==> config.mk <==
export PLATFORM = sky130hd
export DESIGN_NAME = cbs_device_flat
export DESIGN_NICKNAME = d
export VERILOG_FILES = /design/src/verilog/cbs_pkg.sv /design/src/verilog/cbs_link_if.sv /design/src/verilog/cbs_device.sv /design/src/flat_wrapper.sv
export SDC_FILE = /design/constraint.sdc
export NUM_CORES = 1
export LEC_CHECK = 0
export BUFFER_PORTS_ARGS = -buffer_cell sky130_fd_sc_hd__buf_2
export CORE_UTILIZATION = 60
export CTS_CLUSTER_DIAMETER = 60
export DETAILED_ROUTE_END_ITERATION = 16
export HOLD_SLACK_MARGIN = 0.15
export PLACE_DENSITY_LB_ADDON = 0.08
export SETUP_SLACK_MARGIN = 0.02
export SYNTH_ARGS = -nofsm -noshare
export SYNTH_HDL_FRONTEND = slang
export SYNTH_SLANG_ARGS = --single-unit
==> constraint.sdc <==
create_clock -name mclk -period 4.4 [get_ports mclk]
set_input_delay 0.22 -clock mclk [delete_from_list [all_inputs] [get_ports mclk]]
set_output_delay 0.22 -clock mclk [all_outputs]
set_load 0.01 [all_outputs]
==> src/verilog/cbs_pkg.sv <==
// Constants shared by both ends of the cell balance control link.
// Assumes one 50 MHz clock common to host and device logic.
package cbs_pkg;
	// ************************************************************
	// Register layout
	// ************************************************************
	localparam int SETUP_W = 10;
	localparam int CELLS = 12;
	localparam int LOCS = 13;
	localparam int RUN_BIT = 9;
	localparam int IDX_LSB = 5;
	localparam int IDX_MSB = 8;
	localparam int GAP_LSB = 2;
	localparam int GAP_MSB = 4;
	localparam int KIND_LSB = 0;
	localparam int KIND_MSB = 1;
	localparam logic [SETUP_W-1:0] SETUP_RST = 10'h000;
	localparam logic [CELLS-1:0] PATTERN_RST = 12'h000;
	localparam logic [3:0] IDX_FIRST_AUTO = 4'h1;
	localparam logic [3:0] IDX_LAST = 4'hc;
	// Register selector on the link
	localparam logic ADDR_SETUP = 1'b0;
	localparam logic ADDR_PATTERN = 1'b1;
	// ************************************************************
	// Balance kinds and commands
	// ************************************************************
	typedef enum logic [1:0] {
		KIND_OFF = 2'h0,
		KIND_MANUAL = 2'h1,
		KIND_TIMED = 2'h2,
		KIND_AUTO = 2'h3
	} cbs_kind_t;
	typedef enum logic [2:0] {
		CMD_NONE = 3'h0,
		CMD_BAL_ENABLE = 3'h1,
		CMD_BAL_INHIBIT = 3'h2,
		CMD_SLEEP = 3'h3,
		CMD_WAKE = 3'h4
	} cbs_cmd_t;
	// ************************************************************
	// Timing
	// ************************************************************
	localparam int CLK_HZ = 50_000_000;
	localparam int SEC_CYCLES = CLK_HZ;
	localparam int WDOG_DEF_CYCLES = SEC_CYCLES;
	// Gap codes 0,1,2,4,8,16,32,64 seconds
	localparam logic [6:0] GAP_SEC_0 = 7'h00;
endpackage : cbs_pkg

==> src/verilog/cbs_link_if.sv <==
// Link between host and device: register access and commands.
// Assumes both ends on mclk; a request is one-cycle valid.
`timescale 1ns/1ns
`default_nettype none
interface cbs_link_if;
	import cbs_pkg::*;
	logic wr_en;
	logic rd_en;
	logic addr;
	logic [CELLS-1:0] wdata;
	logic [CELLS-1:0] rdata;
	logic rvalid;
	logic [2:0] cmd;
	logic bcast;
	logic link_alive;
	modport host (output wr_en, rd_en, addr, wdata, cmd, bcast, link_alive,
		input rdata, rvalid);
	modport dev (input wr_en, rd_en, addr, wdata, cmd, bcast, link_alive,
		output rdata, rvalid);
endinterface : cbs_link_if
`default_nettype wire

==> src/verilog/cbs_device.sv <==
// Device end: balance setup, 13-location pattern store, auto stepping,
// watchdog, sleep and wake. Assumes host keeps its own sequencing.
//
// Function
// - Thirteen pattern locations, one reachable at once
// - Pattern index selects accessed location
// - Setup bits: run, index, gap, kind
// - Kind codes: off, manual, timed, auto
// - Host keeps index zero outside auto
// - Auto steps index once per gap plus one second through 12
// - All-zero location in auto returns to 1
// - Host programs kind, index, cells, then run
// - Host stops by clearing run
// - Enable and inhibit accepted when broadcast
// - Lost link starts watchdog countdown
// - Watchdog expiry in manual stops, sleeps
// - Wake resumes manual balance held before a sleep command
// - Sleep without watchdog stops balance at once
// - Sleep with watchdog: flag set on expiry
// - Pattern bit n drives cell n+1 switch
// - Enable command sets run, inhibit clears
`timescale 1ns/1ns
`default_nettype none
module cbs_device
	import cbs_pkg::*;
#(
	parameter int WDOG_CYCLES = WDOG_DEF_CYCLES,
	parameter int SEC_CNT = SEC_CYCLES
)(
	// Clock and reset
	input wire logic mclk,
	input wire logic rst_b,
	input wire logic clk_en,
	// Link
	cbs_link_if.dev link,
	// Watchdog control
	input wire logic wdog_on,
	// Outputs
	output logic [CELLS-1:0] cell_drain,
	output logic asleep,
	output logic watchdog_expired_flag
);
	// ************************************************************
	// State
	// ************************************************************
	logic [CELLS-1:0] pat_q [LOCS];
	logic balance_run_q;
	logic [3:0] pattern_index_q;
	logic [2:0] cycle_gap_sel_q;
	logic [1:0] balance_kind_q;
	logic sleep_q;
	logic [31:0] wdog_q;
	logic [31:0] gap_q;
	logic [CELLS-1:0] drain_q;
	logic wdt_flag_q;
	logic [CELLS-1:0] rdata_q;
	logic rvalid_q;
	// ************************************************************
	// Decode
	// ************************************************************
	wire logic idx_ok = pattern_index_q <= IDX_LAST;
	wire logic [CELLS-1:0] cur_pat = idx_ok ? pat_q[pattern_index_q] : PATTERN_RST;
	wire logic [SETUP_W-1:0] setup_rd = {balance_run_q, pattern_index_q,
		cycle_gap_sel_q, balance_kind_q};
	wire logic kind_manual = balance_kind_q == KIND_MANUAL;
	wire logic kind_timed = balance_kind_q == KIND_TIMED;
	wire logic kind_auto = balance_kind_q == KIND_AUTO;
	wire logic cmd_en = link.cmd == CMD_BAL_ENABLE;
	wire logic cmd_inh = link.cmd == CMD_BAL_INHIBIT;
	wire logic cmd_sleep = link.cmd == CMD_SLEEP;
	wire logic cmd_wake = link.cmd == CMD_WAKE;
	wire logic wr_setup = link.wr_en && link.addr == ADDR_SETUP;
	wire logic wr_pat = link.wr_en && link.addr == ADDR_PATTERN && idx_ok;
	wire logic wdog_run = wdog_on && !link.link_alive;
	wire logic wdog_done = wdog_run && wdog_q == 32'h0;
	// Gap length in cycles: code 0 is one cycle, else 2^(code-1) seconds
	wire logic [31:0] gap_len = (cycle_gap_sel_q == 3'h0) ? 32'h1 :
		32'(SEC_CNT) << (cycle_gap_sel_q - 3'h1);
	wire logic auto_tick = kind_auto && balance_run_q && !sleep_q && gap_q == 32'h0;
	wire logic [3:0] idx_next = (pattern_index_q >= IDX_LAST) ? IDX_FIRST_AUTO :
		pattern_index_q + 4'h1;
	wire logic [CELLS-1:0] nxt_pat = (idx_next <= IDX_LAST) ? pat_q[idx_next] : PATTERN_RST;
	wire logic [3:0] idx_step = (nxt_pat == PATTERN_RST) ? IDX_FIRST_AUTO : idx_next;
	// Manual, timed and auto all drive from the current location; off drives nothing
	wire logic drive_on = balance_run_q && !sleep_q &&
		(kind_manual || kind_timed || kind_auto);
	wire logic [CELLS-1:0] drain_d = drive_on ? cur_pat : PATTERN_RST;
	// ************************************************************
	// Pattern store
	// ************************************************************
	genvar gi;
	generate
		for (gi = 0; gi < LOCS; gi++)
		begin : g_loc
			always_ff @(posedge mclk or negedge rst_b)
			begin
				if (!rst_b)
					pat_q[gi] <= PATTERN_RST;
				else if (clk_en && wr_pat && pattern_index_q == 4'(gi))
					pat_q[gi] <= link.wdata;
			end
		end
	endgenerate
	// ************************************************************
	// Setup register and commands
	// ************************************************************
	always_ff @(posedge mclk or negedge rst_b)
	begin
		if (!rst_b)
		begin
			balance_run_q <= SETUP_RST[RUN_BIT];
			pattern_index_q <= SETUP_RST[IDX_MSB:IDX_LSB];
			cycle_gap_sel_q <= SETUP_RST[GAP_MSB:GAP_LSB];
			balance_kind_q <= SETUP_RST[KIND_MSB:KIND_LSB];
		end
		else if (clk_en)
		begin
			if (wr_setup)
			begin
				balance_run_q <= link.wdata[RUN_BIT];
				pattern_index_q <= link.wdata[IDX_MSB:IDX_LSB];
				cycle_gap_sel_q <= link.wdata[GAP_MSB:GAP_LSB];
				balance_kind_q <= link.wdata[KIND_MSB:KIND_LSB];
			end
			else if (auto_tick)
				pattern_index_q <= idx_step;
			if (cmd_en)
				balance_run_q <= 1'b1;
			else if (cmd_inh)
				balance_run_q <= 1'b0;
			else if (wdog_done && kind_manual)
				balance_run_q <= 1'b0;
		end
	end
	// ************************************************************
	// Sleep, watchdog, auto gap timer
	// ************************************************************
	// Run bit survives a sleep command so wake resumes manual balancing; watchdog expiry in manual clears it
	always_ff @(posedge mclk or negedge rst_b)
	begin
		if (!rst_b)
			sleep_q <= 1'b0;
		else if (clk_en)
		begin
			if (cmd_wake)
				sleep_q <= 1'b0;
			else if (cmd_sleep || (wdog_done && kind_manual))
				sleep_q <= 1'b1;
		end
	end
	always_ff @(posedge mclk or negedge rst_b)
	begin
		// Full count at reset: host shows the link as lost until its first edge
		if (!rst_b)
			wdog_q <= 32'(WDOG_CYCLES - 1);
		else if (clk_en)
		begin
			if (!wdog_run)
				wdog_q <= 32'(WDOG_CYCLES - 1);
			else if (wdog_q != 32'h0)
				wdog_q <= wdog_q - 32'h1;
		end
	end
	// Flag is sticky until reset; set on expiry asleep or awake
	always_ff @(posedge mclk or negedge rst_b)
	begin
		if (!rst_b)
			wdt_flag_q <= 1'b0;
		else if (clk_en && wdog_done)
			wdt_flag_q <= 1'b1;
	end
	always_ff @(posedge mclk or negedge rst_b)
	begin
		if (!rst_b)
			gap_q <= 32'h0;
		else if (clk_en)
		begin
			if (!(kind_auto && balance_run_q))
				gap_q <= 32'h0;
			else if (auto_tick)
				gap_q <= gap_len + 32'(SEC_CNT) - 32'h1;
			else if (!sleep_q && gap_q != 32'h0)
				gap_q <= gap_q - 32'h1;
		end
	end
	// ************************************************************
	// Outputs and read path
	// ************************************************************
	always_ff @(posedge mclk or negedge rst_b)
	begin
		if (!rst_b)
		begin
			drain_q <= PATTERN_RST;
			rdata_q <= PATTERN_RST;
			rvalid_q <= 1'b0;
		end
		else if (clk_en)
		begin
			drain_q <= drain_d;
			rvalid_q <= link.rd_en;
			if (link.rd_en)
				rdata_q <= (link.addr == ADDR_SETUP) ? {2'h0, setup_rd} : cur_pat;
		end
	end
	assign cell_drain = drain_q;
	assign asleep = sleep_q;
	assign watchdog_expired_flag = wdt_flag_q;
	assign link.rdata = rdata_q;
	assign link.rvalid = rvalid_q;
endmodule : cbs_device
`default_nettype wire

==> src/flat_wrapper.sv <==
// flat-port wrapper written by rule: the top's interface ports become plain ports
module cbs_device_flat import cbs_pkg::*;
#(
	parameter int WDOG_CYCLES = WDOG_DEF_CYCLES,
	parameter int SEC_CNT = SEC_CYCLES
)
  (mclk, rst_b, clk_en, wdog_on, cell_drain, asleep, watchdog_expired_flag, link_wr_en, link_rd_en, link_addr, link_wdata, link_cmd, link_bcast, link_link_alive, link_rdata, link_rvalid);
  cbs_link_if link_i ();
  input wire logic mclk;
  input wire logic rst_b;
  input wire logic clk_en;
  input wire logic wdog_on;
  output logic [CELLS-1:0] cell_drain;
  output logic asleep;
  output logic watchdog_expired_flag;
  input wire logic [$bits(link_i.wr_en)-1:0] link_wr_en;
  input wire logic [$bits(link_i.rd_en)-1:0] link_rd_en;
  input wire logic [$bits(link_i.addr)-1:0] link_addr;
  input wire logic [$bits(link_i.wdata)-1:0] link_wdata;
  input wire logic [$bits(link_i.cmd)-1:0] link_cmd;
  input wire logic [$bits(link_i.bcast)-1:0] link_bcast;
  input wire logic [$bits(link_i.link_alive)-1:0] link_link_alive;
  output wire logic [$bits(link_i.rdata)-1:0] link_rdata;
  output wire logic [$bits(link_i.rvalid)-1:0] link_rvalid;
  assign link_i.wr_en = link_wr_en;
  assign link_i.rd_en = link_rd_en;
  assign link_i.addr = link_addr;
  assign link_i.wdata = link_wdata;
  assign link_i.cmd = link_cmd;
  assign link_i.bcast = link_bcast;
  assign link_i.link_alive = link_link_alive;
  assign link_rdata = link_i.rdata;
  assign link_rvalid = link_i.rvalid;
  cbs_device #(.WDOG_CYCLES(WDOG_CYCLES), .SEC_CNT(SEC_CNT)) u_core (.mclk(mclk), .rst_b(rst_b), .clk_en(clk_en), .link(link_i), .wdog_on(wdog_on), .cell_drain(cell_drain), .asleep(asleep), .watchdog_expired_flag(watchdog_expired_flag));
endmodule
==> results.sh <==
export IMPL_hold_viol=0
export IMPL_yosys_area_top_type="dfrtp_1"
export IMPL_reg2reg_slack_ns=0.72
export IMPL_final_common_cell="dfrtp_1"
export IMPL_clkTransAtPathRegs_ns=0.06
export IMPL_stdcell_area_sq_um=16500
export IMPL_grtUsageTotal=0.335
export IMPL_synth_edff_count=0
export IMPL_path_buf_inv=1
export IMPL_remaining_drc_errors=0
export IMPL_io_pins=51
export IMPL_die_h_um=159
export IMPL_drt_total_wl_um=40800
export IMPL_cts_tree="done"
export IMPL_path_class="flip-flop to flip-flop"
export IMPL_grt_start_max_net_pins=124
export IMPL_max_slew_margin=0.229
export IMPL_finalWorstSetupSlack_ns=0.725
export IMPL_nets=1499
export IMPL_synth_area_leaders="dfrtp_1 41%, mux2_2 13%, mux4_2 5.5%"
export IMPL_rsz0062_at_grt="no"
export IMPL_cts_repair_resized=0
export IMPL_synth_async_reset_ratio=1.00
export IMPL_drtIter0Drc=1342
export IMPL_postRouteAntennaNets=0
export IMPL_dp_slack_ns=0.868
export IMPL_p_switching_mw=4.57
export IMPL_drive_gt1_frac=0.257
export IMPL_status="finished clean"
export IMPL_synthDistinctLibCells=70
export IMPL_min_path_type="input pin to flip-flop"
export IMPL_core_area_sq_um=23800
export IMPL_cts_root_buffer_cell="clkbuf_16"
export IMPL_syn_inst=1435
export IMPL_swShare=0.395
export IMPL_synth_net_count=1474
export IMPL_die_area_sq_um=25200
export IMPL_slew_viol_final=0
export IMPL_syn_avg_cell_area_sq_um=10.3
export IMPL_route_vias_total=12000
export IMPL_period_share=0.835
export IMPL_synthSimpleGateAreaFrac=0.152
export IMPL_wl_per_cell_um=22.6
export IMPL_cp_end_kind="flip-flop"
export IMPL_overflow=0
export IMPL_period_needed_ns=3.68
export IMPL_pwr_share_comb=0.430
export IMPL_antenna_found_initial=0
export IMPL_clock_sinks=257
export IMPL_clock_skew_ns=0.0252
export IMPL_synth_ff_type="dfrtp_1"
export IMPL_synth_top_family_by_area="multiplexers"
export IMPL_synth_compound_area_share=0.136
export IMPL_gp_congestion=0.962
export IMPL_synth_top_area_share=0.406
export IMPL_clk_path_buf_depth=3
export IMPL_numCtsBuffers=31
export IMPL_worstPathRequired_ns=4.87
export IMPL_cap_violations=0
export IMPL_fin_setup_tns_ns=0
export IMPL_yosysWarnings=0
export IMPL_rows=56
export IMPL_p_clk_frac=0.247
export IMPL_p_seq_frac=0.323
export IMPL_crit_family="compound AO/OA/AOI/OAI gates"
export IMPL_grt_pass1_vias=11500
export IMPL_area_growth_syn_to_layout_pct=12.3
export IMPL_crit_slowest_cell="o311ai_1"
export IMPL_leakagePower_nw=7.29
export IMPL_vdd_drop_max_mv=0.450
export IMPL_worstPathArrival_ns=4.14
export IMPL_p_int_mw=7.00
export IMPL_grt_pass1_wl_um=64700
export IMPL_num_antenna_cells=0
export IMPL_cp_start_kind="flip-flop"
export IMPL_yosysSeqAreaShare=0.438
export IMPL_setup_viol=0
export IMPL_synth_xor_area_frac=0.0220
export IMPL_h_tree_depth=1
export IMPL_path_cells="inv_1 > ha_1 > xor2_1 > o311ai_1 > nand2b_1 > a2111oi_0 > a311oi_1 > mux2_2 > o31ai_1"
export IMPL_io_buffers=49
export IMPL_postPlaceCellArea_sq_um=15200
export IMPL_slowest_delay_ns=0.79
export IMPL_initial_core_util=0.620
export IMPL_synthMuxAreaShare=0.207
export IMPL_viasPerCell=6.62
export IMPL_final_cell_mix="237 x dfrtp_1, 170 x mux2_2, 131 x nor2_1, 106 x nand2_1, 78 x o21ai_0"
export IMPL_p_per_area_nw_per_um2=700
export IMPL_drt_first_pass_iters=5
export IMPL_synth_adder_area_share=0.0127
export IMPL_fmax_mhz=272
export IMPL_tightest_slew_ns=1.15
export IMPL_ys_seq_elements=257
export IMPL_die_w_um=159
export IMPL_hpwl_um=27100
export IMPL_crit_fanout=11
export IMPL_clk_latency_ns=0.57
export IMPL_synth_area_sq_um=14700
-- final cells by class --
cell class	instances	area [sq um]
tap	319	399
sequential	257	6460
multi-input combinational	1061	7820
clock buffer	42	897
fill	1808	7220
timing repair buffer	94	641
clock inverter	16	263
inverter	15	56.3
-- flip-flops by register name (all words and copies together), names as in the netlist --
| register | flops |
|---|---|
| u_core.gap_q | 32 |
| u_core.asleep | 1 |
| u_core.balance_run_q | 1 |
| u_core.link.rvalid | 1 |
| u_core.wdog_q | 32 |
| u_core.pat_q | 156 |
| u_core.link.rdata | 12 |
| u_core.balance_kind_q | 2 |
| u_core.cycle_gap_sel_q | 3 |
| u_core.pattern_index_q | 4 |
| u_core.watchdog_expired_flag | 1 |
| u_core.cell_drain | 12 |
-- layer usage --
metal,wire [um],global-route usage,up-vias
met5,0,0,-
met3,2720,0.0487,109
met2,19000,0.539,499
met1,17400,0.458,5971
li1,-,-,5371
met4,1630,0.132,0
-- tightest hold or removal path, stage by stage --
cell     delay, ns
buf_2         0.21
a21oi_1       0.17
o21ai_0       0.08
-- final timing paths --
path | start | end | cells after the start
worst min-delay path | link_wdata[8] | u_core.pattern_index_q[3] | 3
worst min register to register | u_core.watchdog_expired_flag | u_core.watchdog_expired_flag | 1
worst max register to register | u_core.cycle_gap_sel_q[1] | u_core.gap_q[18] | 9
min in group asynchronous | rst_b | u_core.wdog_q[26] | 2
max in group asynchronous | rst_b | u_core.gap_q[30] | 3
worst max-delay path | u_core.cycle_gap_sel_q[1] | u_core.gap_q[18] | 9
-- synth_stat cells (19+ instances only) --
master    count
nor3_1       55
nor4_1       27
xnor2_1      21
nand2_1     106
mux4_2       36
mux2i_1      32
o21ai_0      79
a21oi_1      74
nand3_1      33
or3_1        21
clkbuf_1     76
dfrtp_1     239
nor2_1      131
nor2b_1      22
a31oi_1      21
buf_1        19
mux2_2      170
-- power by group through the flow --
stage / logic [mW] / clock network [mW] / registers (mW)
2_1_floorplan: 3.59 / 0 / 3.52
3_3_place_gp: 4.75 / 0 / 3.71
3_5_place_dp: 4.84 / 0 / 3.74
4_1_cts: 4.89 / 2.88 / 3.71
5_1_grt: 5.39 / 2.96 / 3.82
6_report: 4.97 / 2.86 / 3.74
-- kinds of logic after synthesis --
family	after synthesis
AOI/OAI and AO/OA	312
muxes	238
adders and majority gates	15
and+or+nand+nor	459
buffers and inverters	117
DFF	257
xor gates and xnor gates	37
-- stage by stage --
step | instances | utilization | power [mW] | hold slack (ns)
floorplan | 1435 | - | 7.10 | -0.0756
global placement | 1732 | 0.641 | 8.46 | 0.360
detailed placement | 1732 | 0.641 | 8.59 | 0.369
CTS | 1804 | 0.696 | 11.5 | 0.153
global route | 1804 | 0.696 | 12.2 | 0.181
finish | 1804 | 0.696 | 11.6 | 0.169
-- what timing repair did --
action	CTS	global route
hold endpoints to repair	162	0
hold buffers	14	0
buffers inserted	0	0
Power figures use the tool's default switching activity.
